<file path="src/regulator_control_pkg.sv">
/*
  Constants, state encodings and the state record for the regulator
  control register slice (target code, current limits, enable/mode).
  Assumes a single 125 MHz core clock; no timing counts are needed.
*/
`default_nettype none
package regulator_control_pkg;

  // Register map
  localparam logic [7:0] TARGET_OFFSET = 8'h07;
  localparam logic [7:0] LIMIT_OFFSET = 8'h08;
  localparam logic [7:0] ENABLE_OFFSET = 8'h09;
  localparam logic [6:0] TARGET_RESET = 7'h00;
  localparam logic [7:0] LIMIT_RESET = 8'h55;
  localparam logic [7:0] ENABLE_RESET = 8'h00;
  localparam logic [7:0] LIMIT_MASK = 8'h55;
  localparam logic [7:0] ENABLE_MASK = 8'hDF;

  // Field positions
  localparam int BOOST_PWM_BIT = 7;
  localparam int BUCK_PWM_BIT = 6;
  localparam int BUCK_ON_BIT = 4;
  localparam int LDO_FOUR_ON_BIT = 3;
  localparam int LDO_THREE_ON_BIT = 2;
  localparam int LDO_TWO_ON_BIT = 1;
  localparam int LDO_ONE_ON_BIT = 0;
  localparam int LDO_ONE_LIMIT_BIT = 0;
  localparam int LDO_TWO_LIMIT_BIT = 2;
  localparam int LDO_THREE_LIMIT_BIT = 4;
  localparam int LDO_FOUR_LIMIT_BIT = 6;

  // Target code map
  localparam logic [6:0] CODE_DEFAULT = 7'h00;
  localparam logic [6:0] CODE_FIRST = 7'h0F;
  localparam logic [6:0] CODE_UPPER_FIRST = 7'h24;
  localparam logic [6:0] CODE_LAST = 7'h73;
  localparam logic [11:0] MV_AT_FIRST = 12'h0320;
  localparam logic [11:0] MV_AT_UPPER_FIRST = 12'h052D;
  localparam logic [11:0] MV_STEP = 12'h0019;

  // Sequencing
  localparam logic [2:0] SLOT_HOST = 3'h0;

  // Bus
  localparam logic [6:0] DEFAULT_DEVICE_ADDRESS = 7'h2A; // Arbitrary value
  localparam logic [3:0] BITS_PER_BYTE = 4'h8;

  typedef enum logic [2:0] {
    BUS_IDLE, BUS_RECEIVE, BUS_ACK, BUS_SEND, BUS_HOST_ACK
  } bus_state_e;

  typedef enum logic [1:0] {BYTE_ADDR, BYTE_POINTER, BYTE_DATA} byte_kind_e;

  typedef struct packed {
    logic sclMeta;
    logic sdaMeta;
    logic sclSync;
    logic sdaSync;
    logic sclLast;
    logic sdaLast;
    bus_state_e st;
    byte_kind_e kind;
    logic [3:0] bitCnt;
    logic [7:0] shift;
    logic [7:0] ptr;
    logic readMode;
    logic sdaOe_n;
    logic [6:0] targetCode;
    logic [7:0] limitSel;
    logic [7:0] enMode;
    logic boostPwm;
    logic buckPwm;
    logic [3:0] limitOut;
    logic buckOn;
    logic [3:0] ldoOn;
    logic [11:0] targetMv;
    logic targetDefault;
    logic targetReserved;
  } regs_s;

endpackage

`default_nettype wire

</file>
<file path="src/regulator_control_regs.sv">
/*
  I2C register slave for the regulator control slice, with the
  enable resolution between host requests and start-up slots.
  Assumes scl/sda arrive asynchronously from pins, the sequencer's
  slot selects and reached-slot count come from core_clk logic, and
  an external open-drain pad resolves sda from sdaOe_n.
*/
`timescale 1ns/100ps
`default_nettype none

module regulator_control_regs #(
  parameter logic [6:0] DEVICE_ADDRESS =
    regulator_control_pkg::DEFAULT_DEVICE_ADDRESS
) (
  input wire logic core_clk,
  input wire logic rst,
  input wire logic scl,
  input wire logic sdaIn,
  output logic sdaOut,
  output logic sdaOe_n,
  input wire logic [2:0] buckSlotSelect,
  input wire logic [2:0] ldoOneSlotSelect,
  input wire logic [2:0] ldoTwoSlotSelect,
  input wire logic [2:0] ldoThreeSlotSelect,
  input wire logic [2:0] ldoFourSlotSelect,
  input wire logic [2:0] startupSlotReached,
  output logic boostForcedPwm,
  output logic buckForcedPwm,
  output logic ldoOneLimitSelect,
  output logic ldoTwoLimitSelect,
  output logic ldoThreeLimitSelect,
  output logic ldoFourLimitSelect,
  output logic buckOn,
  output logic ldoOneOn,
  output logic ldoTwoOn,
  output logic ldoThreeOn,
  output logic ldoFourOn,
  output logic [6:0] ldoFourTargetCode,
  output logic [11:0] ldoFourTargetMv,
  output logic ldoFourTargetDefault,
  output logic ldoFourTargetReserved
);

  regulator_control_pkg::regs_s r;
  regulator_control_pkg::regs_s n;
  logic sclRise;
  logic sclFall;
  logic startDet;
  logic stopDet;
  logic [7:0] readByte;

  // Register readback; unmapped pointers and unused bits read zero
  function automatic logic [7:0] readReg(input logic [7:0] ptr,
                                         input regulator_control_pkg::regs_s s);
    case (ptr)
      regulator_control_pkg::TARGET_OFFSET: readReg = {1'b0, s.targetCode};
      regulator_control_pkg::LIMIT_OFFSET: readReg = s.limitSel;
      regulator_control_pkg::ENABLE_OFFSET: readReg = s.enMode;
      default: readReg = 8'h00;
    endcase
  endfunction

  // Host request while slot is 000, else on once its slot is reached
  function automatic logic slotOn(input logic [2:0] slot,
                                  input logic request,
                                  input logic [2:0] reached);
    if (slot == regulator_control_pkg::SLOT_HOST) begin
      slotOn = request;
    end else begin
      slotOn = (slot <= reached);
    end
  endfunction

  // Millivolts for a valid code; 25 mV per code above 0x0F
  function automatic logic [11:0] codeMv(input logic [6:0] code);
    logic [6:0] steps;
    steps = code - regulator_control_pkg::CODE_FIRST;
    codeMv = regulator_control_pkg::MV_AT_FIRST +
             12'({5'h00, steps} * regulator_control_pkg::MV_STEP);
  endfunction

  // Edge and bus condition detection on synchronised pins only
  assign sclRise = r.sclSync & ~r.sclLast;
  assign sclFall = ~r.sclSync & r.sclLast;
  assign startDet = r.sclSync & r.sclLast & r.sdaLast & ~r.sdaSync;
  assign stopDet = r.sclSync & r.sclLast & ~r.sdaLast & r.sdaSync;
  assign readByte = readReg(r.ptr, r);

  // Next state: bus engine, register writes and output resolution
  always_comb begin
    n = r;
    n.sclMeta = scl;
    n.sdaMeta = sdaIn;
    n.sclSync = r.sclMeta;
    n.sdaSync = r.sdaMeta;
    n.sclLast = r.sclSync;
    n.sdaLast = r.sdaSync;
    if (startDet) begin
      // A repeated start also lands here, keeping the pointer
      n.st = regulator_control_pkg::BUS_RECEIVE;
      n.kind = regulator_control_pkg::BYTE_ADDR;
      n.bitCnt = 4'h0;
      n.sdaOe_n = 1'b1;
    end else if (stopDet) begin
      n.st = regulator_control_pkg::BUS_IDLE;
      n.sdaOe_n = 1'b1;
    end else begin
      case (r.st)
        regulator_control_pkg::BUS_RECEIVE: begin
          if (sclRise) begin
            n.shift = {r.shift[6:0], r.sdaSync};
            n.bitCnt = r.bitCnt + 4'h1;
          end else if (sclFall &&
                       r.bitCnt == regulator_control_pkg::BITS_PER_BYTE) begin
            n.st = regulator_control_pkg::BUS_ACK;
            n.sdaOe_n = 1'b0;
            case (r.kind)
              regulator_control_pkg::BYTE_ADDR: begin
                n.readMode = r.shift[0];
                n.kind = regulator_control_pkg::BYTE_POINTER;
                if (r.shift[7:1] != DEVICE_ADDRESS) begin
                  // Not ours: stay off the bus until the next start
                  n.st = regulator_control_pkg::BUS_IDLE;
                  n.sdaOe_n = 1'b1;
                end
              end
              regulator_control_pkg::BYTE_POINTER: begin
                n.ptr = r.shift;
                n.kind = regulator_control_pkg::BYTE_DATA;
              end
              default: begin
                // Data byte: masked write, then auto-increment
                case (r.ptr)
                  regulator_control_pkg::TARGET_OFFSET: begin
                    n.targetCode = r.shift[6:0];
                  end
                  regulator_control_pkg::LIMIT_OFFSET: begin
                    n.limitSel = r.shift &
                      regulator_control_pkg::LIMIT_MASK;
                  end
                  regulator_control_pkg::ENABLE_OFFSET: begin
                    n.enMode = r.shift &
                      regulator_control_pkg::ENABLE_MASK;
                  end
                  default: begin
                  end
                endcase
                n.ptr = r.ptr + 8'h01;
              end
            endcase
          end
        end
        regulator_control_pkg::BUS_ACK: begin
          if (sclFall) begin
            n.bitCnt = 4'h0;
            if (r.readMode) begin
              n.st = regulator_control_pkg::BUS_SEND;
              n.shift = readByte;
              n.ptr = r.ptr + 8'h01;
              n.sdaOe_n = readByte[7];
            end else begin
              n.st = regulator_control_pkg::BUS_RECEIVE;
              n.sdaOe_n = 1'b1;
            end
          end
        end
        regulator_control_pkg::BUS_SEND: begin
          if (sclRise) begin
            n.bitCnt = r.bitCnt + 4'h1;
          end else if (sclFall) begin
            if (r.bitCnt == regulator_control_pkg::BITS_PER_BYTE) begin
              n.st = regulator_control_pkg::BUS_HOST_ACK;
              n.sdaOe_n = 1'b1;
            end else begin
              n.shift = {r.shift[6:0], 1'b0};
              n.sdaOe_n = r.shift[6];
            end
          end
        end
        regulator_control_pkg::BUS_HOST_ACK: begin
          if (sclRise && r.sdaSync) begin
            // Host declined more data; wait for stop or start
            n.st = regulator_control_pkg::BUS_IDLE;
          end else if (sclFall) begin
            n.st = regulator_control_pkg::BUS_SEND;
            n.bitCnt = 4'h0;
            n.shift = readByte;
            n.ptr = r.ptr + 8'h01;
            n.sdaOe_n = readByte[7];
          end
        end
        default: begin
          n.sdaOe_n = 1'b1;
        end
      endcase
    end

    // Converter modes and current limits straight from the registers
    n.boostPwm = r.enMode[regulator_control_pkg::BOOST_PWM_BIT];
    n.buckPwm = r.enMode[regulator_control_pkg::BUCK_PWM_BIT];
    n.limitOut = {r.limitSel[regulator_control_pkg::LDO_FOUR_LIMIT_BIT],
                  r.limitSel[regulator_control_pkg::LDO_THREE_LIMIT_BIT],
                  r.limitSel[regulator_control_pkg::LDO_TWO_LIMIT_BIT],
                  r.limitSel[regulator_control_pkg::LDO_ONE_LIMIT_BIT]};

    // On/off resolution: host bit or start-up slot
    n.buckOn = slotOn(buckSlotSelect,
      r.enMode[regulator_control_pkg::BUCK_ON_BIT],
      startupSlotReached);
    n.ldoOn[3] = slotOn(ldoFourSlotSelect,
      r.enMode[regulator_control_pkg::LDO_FOUR_ON_BIT],
      startupSlotReached);
    n.ldoOn[2] = slotOn(ldoThreeSlotSelect,
      r.enMode[regulator_control_pkg::LDO_THREE_ON_BIT],
      startupSlotReached);
    n.ldoOn[1] = slotOn(ldoTwoSlotSelect,
      r.enMode[regulator_control_pkg::LDO_TWO_ON_BIT],
      startupSlotReached);
    n.ldoOn[0] = slotOn(ldoOneSlotSelect,
      r.enMode[regulator_control_pkg::LDO_ONE_ON_BIT],
      startupSlotReached);

    // Target decode; reserved codes report zero millivolts
    n.targetDefault =
      (r.targetCode == regulator_control_pkg::CODE_DEFAULT);
    n.targetReserved = ~n.targetDefault &&
      (r.targetCode < regulator_control_pkg::CODE_FIRST ||
       r.targetCode > regulator_control_pkg::CODE_LAST);
    if (n.targetDefault || n.targetReserved) begin
      n.targetMv = 12'h000;
    end else begin
      n.targetMv = codeMv(r.targetCode);
    end
  end

  // Single register stage; idle pins read high out of reset
  always_ff @(posedge core_clk or posedge rst) begin
    if (rst) begin
      r <= '0;
      r.sclMeta <= 1'b1;
      r.sdaMeta <= 1'b1;
      r.sclSync <= 1'b1;
      r.sdaSync <= 1'b1;
      r.sclLast <= 1'b1;
      r.sdaLast <= 1'b1;
      r.sdaOe_n <= 1'b1;
      r.targetCode <= regulator_control_pkg::TARGET_RESET;
      r.limitSel <= regulator_control_pkg::LIMIT_RESET;
      r.enMode <= regulator_control_pkg::ENABLE_RESET;
      r.limitOut <= 4'hF;
      r.targetDefault <= 1'b1;
    end else begin
      r <= n;
    end
  end

  // Open-drain: only ever pull low
  assign sdaOut = 1'b0;
  assign sdaOe_n = r.sdaOe_n;
  assign boostForcedPwm = r.boostPwm;
  assign buckForcedPwm = r.buckPwm;
  assign ldoOneLimitSelect = r.limitOut[0];
  assign ldoTwoLimitSelect = r.limitOut[1];
  assign ldoThreeLimitSelect = r.limitOut[2];
  assign ldoFourLimitSelect = r.limitOut[3];
  assign buckOn = r.buckOn;
  assign ldoOneOn = r.ldoOn[0];
  assign ldoTwoOn = r.ldoOn[1];
  assign ldoThreeOn = r.ldoOn[2];
  assign ldoFourOn = r.ldoOn[3];
  assign ldoFourTargetCode = r.targetCode;
  assign ldoFourTargetMv = r.targetMv;
  assign ldoFourTargetDefault = r.targetDefault;
  assign ldoFourTargetReserved = r.targetReserved;
endmodule

`default_nettype wire

</file>
<file path="config.mk">
export PLATFORM = sky130hd
export DESIGN_NAME = regulator_control_regs
export DESIGN_NICKNAME = d
export VERILOG_FILES = /design/src/regulator_control_pkg.sv /design/src/regulator_control_regs.sv
export SDC_FILE = /design/constraint.sdc
export NUM_CORES = 1
export LEC_CHECK = 0
export BUFFER_PORTS_ARGS = -buffer_cell sky130_fd_sc_hd__buf_2
export CORE_ASPECT_RATIO = 0.5
export CORE_MARGIN = 10
export CORE_UTILIZATION = 55
export CTS_CLUSTER_DIAMETER = 30
export DETAILED_ROUTE_END_ITERATION = 8
export HOLD_SLACK_MARGIN = 0.1
export PLACE_DENSITY = 0.73
export SYNTH_ARGS = -nofsm -noshare
export SYNTH_HDL_FRONTEND = slang
export SYNTH_SLANG_ARGS = --single-unit
</file>
<file path="constraint.sdc">
create_clock -name core_clk -period 4.73 [get_ports core_clk]
set_input_delay 0.2365 -clock core_clk [delete_from_list [all_inputs] [get_ports core_clk]]
set_output_delay 0.2365 -clock core_clk [all_outputs]
set_load 0.05 [all_outputs]
</file>
# Word-level counts from Yosys, hierarchy flattened
# Cells that the tools add are included.
totals:
  regBits: 76
  inputBits: 22
  output_inout_bits: 34
  wordCells: 174
op_classes:
  addsub: 4
  multipliers: 1
  n_lt_le_gt_ge: 7
  n_eq_ne: 37
  muxes: 55
  bitwise: 16
  n_reduce_logical: 30
op_table:
  columns: ["op", "n"]
  rows:
  - ["33-bit two-way mux", 2]
  - ["20-bit two-way mux", 3]
  - ["12-bit one-hot mux with 4 select lines", 1]
  - ["8-bit one-hot mux with 3 select lines", 2]
  - ["23-bit two-way mux", 2]
  - ["7-bit AND reduction", 5]
  - ["8-bit two-way mux", 4]
  - ["4-bit inequality test (second input constant)", 8]
  - ["12-bit two-way mux", 2]
  - ["3-bit two-way mux", 8]
  - ["2-bit inequality test (second input constant)", 12]
  - ["8-bit by 4-bit equality test with 1-bit output (second input constant)", 2]
  - ["1-bit two-way mux", 16]
  - ["16-bit two-way mux", 1]
  - ["8-bit one-hot mux with 2 select lines", 1]
  - ["3-bit <= comparator", 5]
  - ["3-bit logical NOT", 5]
  - ["3-bit inequality test (second input constant)", 5]
  - ["7-bit two-way mux", 2]
  - ["10-bit by 12-bit adder with 12-bit output (first input constant)", 1]
  - ["7-bit by 5-bit multiplier with 12-bit output (second input constant)", 1]
  - ["3-bit one-hot mux with 4 select lines", 1]
  - ["11-bit AND reduction", 1]
  - ["5-bit two-way mux", 2]
  - ["35 further kinds", 58]

# Longest topological paths before layout
# Gate-level depths: netlist of run 1.
logic_depth:
  ltp_word: 8
  depth_mapped: 16
  depth_no_buf: 15

# Worst setup path before layout of run 1
# Ideal clock, no wire load.
synth_path:
  path_kind: "register -> register"
  start: "reg r (netlist bit ldoFourTargetCode[0])"
  end: "reg r (netlist bit ldoFourTargetMv[11])"
  setup_time_ns: 0.078
  arrival_time_ns: 3.444
  t_required_ns: 4.652
  path_slack_ns: 1.209
  path_stages_with_launch: 17
  path_buffers: 1
  period_less_slack_ns: 3.521
  path_cell_list: "dfrtp_1 -> clkbuf_1 -> inv_1 -> ha_1 -> inv_1 -> ha_1 -> fa_1 -> inv_1 -> ha_1 -> ha_1 -> inv_1 -> fa_1 -> nor2b_1 -> o31a_1 -> o21a_1 -> or3_1 -> a21oi_1"
synth_rtl:
  columns: ["item", "line_no", "text"]
  rows:
  - ["start: declaration", "regulator_control_regs.sv:44", "regulator_control_pkg::regs_s r;"]
  - ["start signal: assignment", "regulator_control_regs.sv:253", "r <= n;"]

==> qor.yml, run 1 <==
pwr:
  leakage_nw: 2.502
  peakVddDrop_uv: 228.1
  power_density_nw_per_um2: 330.3
  finalPower_mw: 1.742
grt:
  antenna_found_initial: 0
  grt_max_degree: 49
  overflow: 0
  met2_usage_pct: 25.16
  grt_use_met1_pct: 21.20
  grt_first_pass_wirelength_um: 17060
  grt_pass1_vias: 3460
  grt.busiest_layer: "met2"
  grt_use_met3_pct: 5.031
  grt_use_total_pct: 16.20
final_layout:
  layout.cells.non_filler: 630
  antenna_cells: 0
  area_delta_synth_final_pct: 10.43
  final_nets: 581
  drive_gt1_share_pct: 23.75
critical_path:
  startpoint: "ldoFourTargetCode[1]"
  cp.required_ns: 5.00
  crit_chain: "ha_1 > xnor2_1 > ha_1 > fa_1 > inv_1 > ha_1 > ha_1 > inv_1 > fa_1 > nor2b_1 > o31a_1 > o21a_1 > or3_1 > a21oi_1"
  slowest_delay_ns: 0.53
  path_max_fanout: 9
  cp_data_arrival_time_ns: 3.95
  end_kind: "register"
  critPathSlowestCell: "fa_1"
  critPathKind: "reg -> reg"
  cpMostUsedCell: "ha_1"
  reg2reg_depth: 14
  crit_buf_inv: 2
  r2r_end: "ldoFourTargetMv[11]"
  r2r-start: "ldoFourTargetCode[1]"
  r2r_slack_ns: 1.04
  start_kind: "register"
  critPathTopFamily: "adder cells"
timing:
  hold_violations: 0
  skew_ns: 0.005283
  tns_ns: 0
  finalCritPeriodShare_pct: 77.95
  finalWorstPathRequiredPeriod_ns: 3.687
  rsz0062_at_grt: "false"
  tightest_slew_ns: 0.9757
  report.final.slew_viol_count: 0
  slew_headroom_pct: 34.86
  final-setup-viol-count: 0
  whs_ns: 0.1235
  max_freq_mhz: 271.2
clocking:
  cts-buffers-inserted: 9
  root_buffer: "clkbuf_16"
  cts_setup_buffers: 0
  cts_max_level: 3
  clock_latency_ns: 0.34
  clk_pin_slew_ns: 0.06
  cts.sink_count: 76
  cts_tree: "done"
  clockBufferDepth: 2
floorplan:
  fp.coreArea_sq_um: 8230
  die_y_um: 85.89
  die_x_um: 151.8
  num_rows: 23
  num_io_pins: 56
  die_area_sq_um: 13040
  start_util_pct: 58.03
logic_synthesis:
  synthDominantCellAreaShare_pct: 31.44
  netlist_area_sq_um: 4776
  synth.most_common_cell: "dfrtp_1"
  async_flop_share_pct: 100.0
  synth_ff_type: "dfrtp_1"
  synth_edf_count: 0
  yosys-top-cells-count: "dfrtp_1, ha_1, inv_1, nand2_1, a21oi_1"
  ys_ff_latch: 76
  synthTopCellsByArea: "dfrtp_1, ha_1, dfstp_2"
  ys_types: 66
  yosysTopAreaCell: "dfrtp_1"
  syn_nets: 551
  ys_warn_count: 0
  synth.yosys.seq_area_share_pct: 40.24
  syn_inst: 483
  syn_avg_cell_area_sq_um: 9.888
placed_design:
  place_congestion: 0.8387
  dpl.hpwl_um: 7430
  io_buffers: 54
  place_inst: 612
route:
  drt_drc_violations_left: 0
  drt_iter0_drc: 223
  drt_first_pass_iters: 5
  vias_per_cell: 5.657
  ant_nets: 0
  wl_per_cell_um: 15.96
  dr_total_vias: 3564
  wl_um: 10050
outcome:
  outcome: "finished, final reports clean"
min_path:
  min_path_type: "in -> async"
job:
  max-cap-violations: 0
-- metal layers --
layer | up-vias | routed length, um
met5 | - | 0
met4 | 0 | 96
met3 | 12 | 690
met2 | 96 | 4435
met1 | 1711 | 4831
li1 | 1745 | -
-- placed cells by master (no fill, tap or decap), drive strengths merged, types with 3 or more instances in the layout --
cell type | netlist | routed
a21o | 10 | 10
a21oi | 30 | 30
a22oi | 8 | 8
a2bb2oi | 3 | 3
a31oi | 8 | 8
and2 | 4 | 4
buf | 30 | 56
clkbuf | 9 | 11
clkinvlp | 0 | 4
dfrtp | 60 | 60
dfstp | 16 | 16
fa | 4 | 4
ha | 42 | 42
inv | 40 | 40
mux2 | 21 | 21
nand2 | 39 | 39
nand2b | 9 | 9
nand3 | 17 | 17
nand3b | 5 | 5
nor2 | 21 | 21
nor2b | 8 | 8
nor3 | 11 | 11
nor4 | 4 | 4
o211ai | 3 | 3
o21ai | 19 | 19
o22a | 4 | 4
o22ai | 4 | 4
o31ai | 5 | 5
or3 | 6 | 6
xnor2 | 6 | 6
xor2 | 5 | 5
-- registers in the layout (all words and copies together) (netlist names), 7 cells and up --
signal	flops
ldoFourTargetCode	7
ldoFourTargetMv	12
n	10
r	33
-- layout make-up --
cell class                 count  area [sq um]
multi-input combinational    328          2444
timing repair buffer          58         305.3
fill                         692          2957
tap                          112         140.1
inverter                      40         150.1
clock buffer                  11         252.7
sequential                    76          1922
clock inverter                 5         60.06
-- through the flow --
stage / worst slack [ns] / area (sq um) / util, %
after detailed placement: 1.063 / 4941 / 60.03
after global placement: 1.195 / 4941 / 60.03
after floorplan: 1.209 / 4776 / -
after CTS: 1.033 / 5274 / 64.08
final: 1.043 / 5274 / 64.08
after global routing: 0.7233 / 5274 / 64.08
-- how the worst max path moves through the flow --
stage | end | cells past startpoint | slack (ns)
after global placement | ldoFourTargetMv[11] | 15 | 1.19
final | ldoFourTargetMv[11] | 14 | 1.04
after detailed placement | ldoFourTargetMv[11] | 15 | 1.06
after CTS | ldoFourTargetMv[11] | 15 | 1.03
after floorplan | ldoFourTargetMv[11] | 16 | 1.21
after global routing | ldoFourTargetMv[10] | 13 | 0.72
-- power breakdown --
part | switching [mW] | internal (mW)
Combinational | 0.140 | 0.100
Sequential | 0.0840 | 0.709
Clock | 0.272 | 0.437
Total | 0.496 | 1.25
-- kinds of logic after synthesis --
family / Yosys count / synth area share [%]
AOI/OAI and AO/OA: 112 / 15.93
DFF: 76 / 40.24
other: 1 / 0.07852
buffers and inverters: 79 / 8.593
xor gates and xnor gates: 11 / 2.017
and+or+nand+nor: 137 / 15.51
adders and majority gates: 46 / 12.68
muxes: 21 / 4.952
-- worst register-to-register path, cell delays in order, from the launching register on --
cell and delay, ns:
dfrtp_1 0.50, ha_1 0.29, xnor2_1 0.27, ha_1 0.31
fa_1 0.53, inv_1 0.05, ha_1 0.29, ha_1 0.21
inv_1 0.07, fa_1 0.17, nor2b_1 0.06, o31a_1 0.26
o21a_1 0.18, or3_1 0.30, a21oi_1 0.14
-- what timing repair did --
action,4_1_cts,5_1_grt
hold buffers,2,0
setup endpoints to repair,0,0
endpoints found under the hold margin,2,0
gates resized for setup,0,0
Note: power is estimated with default switching activity, not from simulation.
==> run 2: changes to the inputs <==
Clock period 4.73 ns to 3.5 ns, I/O delays scaled along.
==> qor.yml, run 2 (same netlist as run 1, synthesis figures left out) <==
floorplan:
  fp.coreArea_sq_um: 8230  # unchanged
  num_io_pins: 56  # unchanged
  die_x_um: 151.8  # unchanged
  die_y_um: 85.89  # unchanged
  die_area_sq_um: 13040  # unchanged
  start_util_pct: 58.03  # unchanged
  num_rows: 23  # unchanged
timing:
  whs_ns: 0.1379  # +0.01439 ns
  worst_slack_ns: 0.04059  # -1.002 ns
  tns_ns: 0  # unchanged
  slew_headroom_pct: 57.29  # +22 points
  skew_ns: 0.005332  # +0.00004863 ns
  finalCritPeriodShare_pct: 98.84  # +21 points
  finalWorstPathRequiredPeriod_ns: 3.459  # -0.2278 ns
  hold_violations: 0  # unchanged
  tightest_slew_ns: 0.6393  # -0.3363 ns
  max_freq_mhz: 289.1  # +6.6%
  report.final.slew_viol_count: 0  # unchanged
  final-setup-viol-count: 0  # unchanged
critical_path:
  end_kind: "register"
  path_max_fanout: 4  # -5
  cp_data_arrival_time_ns: 3.72  # -0.23 ns
  critPathTopFamily: "adder cells"
  r2r_end: "ldoFourTargetMv[10]"
  crit_chain: "ha_4 > xnor2_4 > inv_1 > ha_1 > fa_1 > ha_4 > ha_1 > a21o_1 > a21o_1 > a2111oi_2 > a41oi_1 > a21oi_1"
  critPathKind: "reg -> reg"
  startpoint: "ldoFourTargetCode[1]"
  cp.depth: 12  # -2
  r2r-start: "ldoFourTargetCode[1]"
  critPathSlowestCell: "fa_1"
  slowest_delay_ns: 0.56  # +0.03 ns
  r2r_slack_ns: 0.04  # -1.00 ns
  reg2reg_depth: 12  # -2
  endpoint: "ldoFourTargetMv[10]"
  crit_buf_inv: 1  # -1
  cp.required_ns: 3.76  # -1.24 ns
  start_kind: "register"
clocking:
  cts_max_level: 3  # unchanged
  clockBufferDepth: 2  # unchanged
  clk_pin_slew_ns: 0.06  # about the same
  cts-buffers-inserted: 9  # unchanged
  root_buffer: "clkbuf_16"
  clock_latency_ns: 0.34  # about the same
  cts_tree: "done"
  cts.sink_count: 76  # unchanged
route:
  wl_per_cell_um: 16.96  # +6.3%
  drt_iter0_drc: 299  # +34%
  drt_drc_violations_left: 0  # unchanged
  drt_first_pass_iters: 4  # -1
  wl_um: 11030  # +9.7%
  ant_nets: 0  # unchanged
  dr_total_vias: 3678  # +3.2%
  vias_per_cell: 5.658  # about the same
placed_design:
  io_buffers: 54  # unchanged
  dpl_cell_area_sq_um: 5039  # +2.0%
  pre_cts_ws_ns: -0.04019  # -1.103 ns
  place_congestion: 0.8747  # +4.3%
  place_inst: 625  # +2.1%
  dpl.hpwl_um: 7605  # +2.3%
final_layout:
  antenna_cells: 0  # unchanged
  design_area_sq_um: 5603  # +6.2%
  drive_gt1_share_pct: 31.78  # +8.0 points
  layout.cells.non_filler: 650  # +3.2%
  final_common_cell: "dfrtp_1"
  largest_reg_flops: 33  # unchanged
  final_nets: 602  # +3.6%
  area_delta_synth_final_pct: 17.32
  regMostFlops: "r"
  final_cell_mix: "dfrtp_1, buf_2, nand2_1, inv_1, ha_1"
pwr:
  leakage_nw: 2.622  # +4.8%
  power_density_nw_per_um2: 396.0  # +20%
  peakVddDrop_uv: 296.9  # +30%
job:
  max-cap-violations: 0  # unchanged
grt:
  grt_use_total_pct: 16.38  # +0.18 points
  grt_first_pass_wirelength_um: 17460  # +2.3%
  antenna_found_initial: 0  # unchanged
  grt_pass1_vias: 3596  # +3.9%
  overflow: 0  # unchanged
  grt_max_degree: 29  # -41%
outcome:
  outcome: "finished, final reports clean"
min_path:
  min_path_type: "in -> reg"
  worstHoldStart: "ldoTwoSlotSelect[2]"
run 2: worst min-delay path by stage:
stage          cells after the start  slack, ns                     to
3_3_place_gp                       2       0.27  ldoFourTargetReserved
4_1_cts                            4       0.13               ldoOneOn
5_1_grt                            4       0.19               ldoOneOn
6_report                           4       0.14               ldoTwoOn
3_5_place_dp                       2       0.28  ldoFourTargetReserved
2_1_floorplan                      0       0.18                  n[77]
run 2: cell type report:
class | count | area, sq um
multi-input cells | 328 | 2665
fillers | 626 | 2628
flip-flops and latches | 76 | 1927
repair buffers | 79 | 469.2
clock buffers | 12 | 236.5
inverters | 40 | 150.1
well taps | 112 | 140.1
clock inverters | 3 | 15.01
run 2: tightest hold or removal path, stage by stage:
cell and delay [ns]:
buf_2 0.09, nor3_1 0.05, nand2_1 0.05, o21ai_0 0.06
run 2: report_power, final:
part | switching (mW) | internal [mW]
registers | 0.120 | 0.958
clock network | 0.340 | 0.472
logic | 0.190 | 0.138
total | 0.650 | 1.57
run 2: through the flow:
stage,total power [mW],util (%)
floorplan,1.302,-
global placement,1.404,61.22
detailed placement,1.416,61.22
CTS,2.230,65.05
global route,2.326,68.08
finish,2.219,68.08
run 2: repair_timing:
item                       CTS  global route
hold endpoints to repair    24             0
setup endpoints to repair    2             3
hold buffers                 3             0
pin swaps                    0            16
gates resized for setup      5            34
setup buffers                1             6
run 2: routing by layer:
metal	track usage, %	wire, um	up-vias	part of all wire (%)
met4	4.905	108	0	0.98
met1	21.25	4981	1762	45
met3	4.507	790	10	7.2
li1	-	-	1791	-
met5	0	0	-	0
met2	26.10	5145	115	47
==> run 3: changes to the inputs <==
Settings changed: GPL_TIMING_DRIVEN set to 0, SETUP_SLACK_MARGIN set to 0.2.
==> qor.yml, run 3 (same netlist as run 1, synthesis figures left out) <==
route:
  ant_nets: 0  # unchanged
  vias_per_cell: 5.585  # -1.3%
  wl_per_cell_um: 16.08  # -5.2%
  drt_drc_violations_left: 0  # unchanged
  dr_total_vias: 3831  # +4.2%
  drt_first_pass_iters: 6  # +2
  wl_um: 11030  # about the same
  drt_iter0_drc: 295  # -1.3%
timing:
  hold_violations: 0  # unchanged
  skew_ns: 0.007135  # +0.001803 ns
  finalCritPeriodShare_pct: 95.53  # -3.3 points
  finalWorstPathRequiredPeriod_ns: 3.343  # -0.1160 ns
  report.final.slew_viol_count: 0  # unchanged
  slew_headroom_pct: 43.94  # -13 points
  whs_ns: 0.1331  # -0.004826 ns
  rsz0062_at_grt: "true"
  final-setup-viol-count: 0  # unchanged
  max_freq_mhz: 299.1  # +3.5%
  tightest_slew_ns: 0.8333  # +0.1939 ns
grt:
  antenna_found_initial: 0  # unchanged
  grt_max_degree: 74  # +160%
  grt_use_total_pct: 17.34  # +0.97 points
  overflow: 0  # unchanged
  grt_pass1_vias: 3709  # +3.1%
  grt_first_pass_wirelength_um: 18330  # +5.0%
placed_design:
  place_congestion: 0.8752  # about the same
  dpl.hpwl_um: 7656  # +0.67%
  place_inst: 650  # +4.0%
  io_buffers: 54  # unchanged
clocking:
  cts_max_level: 3  # unchanged
  clock_latency_ns: 0.34  # about the same
  cts.sink_count: 76  # unchanged
  clk_pin_slew_ns: 0.06  # about the same
  cts_tree: "done"
  clockBufferDepth: 2  # unchanged
  root_buffer: "clkbuf_16"
  cts-buffers-inserted: 9  # unchanged
critical_path:
  start_kind: "register"
  slowest_delay_ns: 0.48  # -0.08 ns
  crit_chain: "ha_4 > nand3_2 > xor2_2 > inv_1 > ha_1 > fa_1 > inv_1 > ha_1 > ha_4 > o21a_1 > o31a_1 > o21a_1 > or3_1 > a21oi_2"
  end_kind: "register"
  path_max_fanout: 5  # +1
  reg2reg_depth: 14  # +2
  cp_data_arrival_time_ns: 3.61  # -0.11 ns
  cp.required_ns: 3.77  # about the same
  critPathKind: "reg -> reg"
  critPathSlowestCell: "fa_1"
final_layout:
  layout.cells.non_filler: 686  # +5.5%
  final_cell_mix: "buf_2, dfrtp_1, nand2_1, buf_4, inv_1"
  antenna_cells: 0  # unchanged
  area_delta_synth_final_pct: 25.15
  fin_util_pct: 72.62  # +4.5 points
  drive_gt1_share_pct: 34.67  # +2.9 points
  largest_reg_flops: 33  # unchanged
  regMostFlops: "r"
  final_nets: 637  # +5.8%
  final_common_cell: "buf_2"
floorplan:
  die_area_sq_um: 13040  # unchanged
  die_x_um: 151.8  # unchanged
  start_util_pct: 58.03  # unchanged
  die_y_um: 85.89  # unchanged
  num_rows: 23  # unchanged
  num_io_pins: 56  # unchanged
  fp.coreArea_sq_um: 8230  # unchanged
pwr:
  power_density_nw_per_um2: 442.2  # +12%
  peakVddDrop_uv: 406.7  # +37%
  finalPower_mw: 2.643  # +19%
  leakage_nw: 2.859  # +9.0%
job:
  max-cap-violations: 0  # unchanged
min_path:
  hold-path-cell-count: 4  # unchanged
  min_path_type: "in -> reg"
outcome:
  outcome: "finished, final reports clean"
[run 3: changes by cell type in the layout (fill, tap and decap cells not counted), sizes merged]
| cell | before | now |
|---|---|---|
| buf | 76 | 105 |
| bufinv | 0 | 5 |
| clkbuf | 12 | 16 |
| clkinv | 3 | 1 |
[run 3: power by group]
group          internal [mW]  switching [mW]
registers              0.958           0.113
logic                  0.145           0.200
clock network          0.861           0.366
[run 3: cell type report]
type | count | area, sq um
fill | 591 | 2253
clock buffer | 10 | 239.0
timing repair buffer | 75 | 459.2
sequential | 76 | 1926
tap | 112 | 140.1
multi-input combinational | 328 | 2610
inverter | 40 | 160.2
buffer | 39 | 284.0
clock inverter | 6 | 158.9
[run 3: layer usage]
layer / global-route usage (%) / vias up / part of all wire [%]
met4: 5.336 / 0 / 1.4
met3: 4.927 / 15 / 6.2
li1: - / 1872 / -
met2: 27.40 / 107 / 46
met5: 0 / - / 0
met1: 22.57 / 1837 / 46
[run 3: final timing paths]
check	start	endpoint	slack (ns)
max	ldoFourTargetCode[1]	ldoFourTargetMv[11]	0.16
max in group asynchronous	rst	sdaOe_n	2.67
min reg2reg	n[78]	n[76]	0.36
max reg2reg	ldoFourTargetCode[1]	ldoFourTargetMv[11]	0.16
min	ldoOneSlotSelect[2]	ldoOneOn	0.13
min in group asynchronous	rst	ldoFourTargetReserved	0.26
[run 3: critical path: cells and delay by family, from the launching register on]
| kind | cells | cell delay (ns) |
|---|---|---|
| adders and majority gates | 5 | 1.49 |
| buffers and inverters | 2 | 0.13 |
| and+or+nand+nor | 2 | 0.43 |
| AOI/OAI and AO/OA | 4 | 0.52 |
| xor gates and xnor gates | 1 | 0.26 |
| DFF | 1 | 0.45 |
[run 3: stage by stage]
| stage | setup WS, ns | instance area (sq um) | TNS [ns] |
|---|---|---|---|
| after floorplan | 0.2049 | 4835 | 0 |
| final | 0.1566 | 5977 | 0 |
| after CTS | 0.08919 | 5891 | 0 |
| after detailed placement | -0.2331 | 5275 | -0.3960 |
| after global placement | -0.1872 | 5245 | -0.3081 |
| after global routing | 0.03994 | 5977 | 0 |
[run 3: timing repair]
action | in CTS | in global routing
buffers inserted | 13 | 4
hold buffers | 3 | 0
setup endpoints to repair | 3 | 3
pin swaps | 13 | 9
resized for setup | 21 | 12
endpoints found under the hold margin | 63 | 0
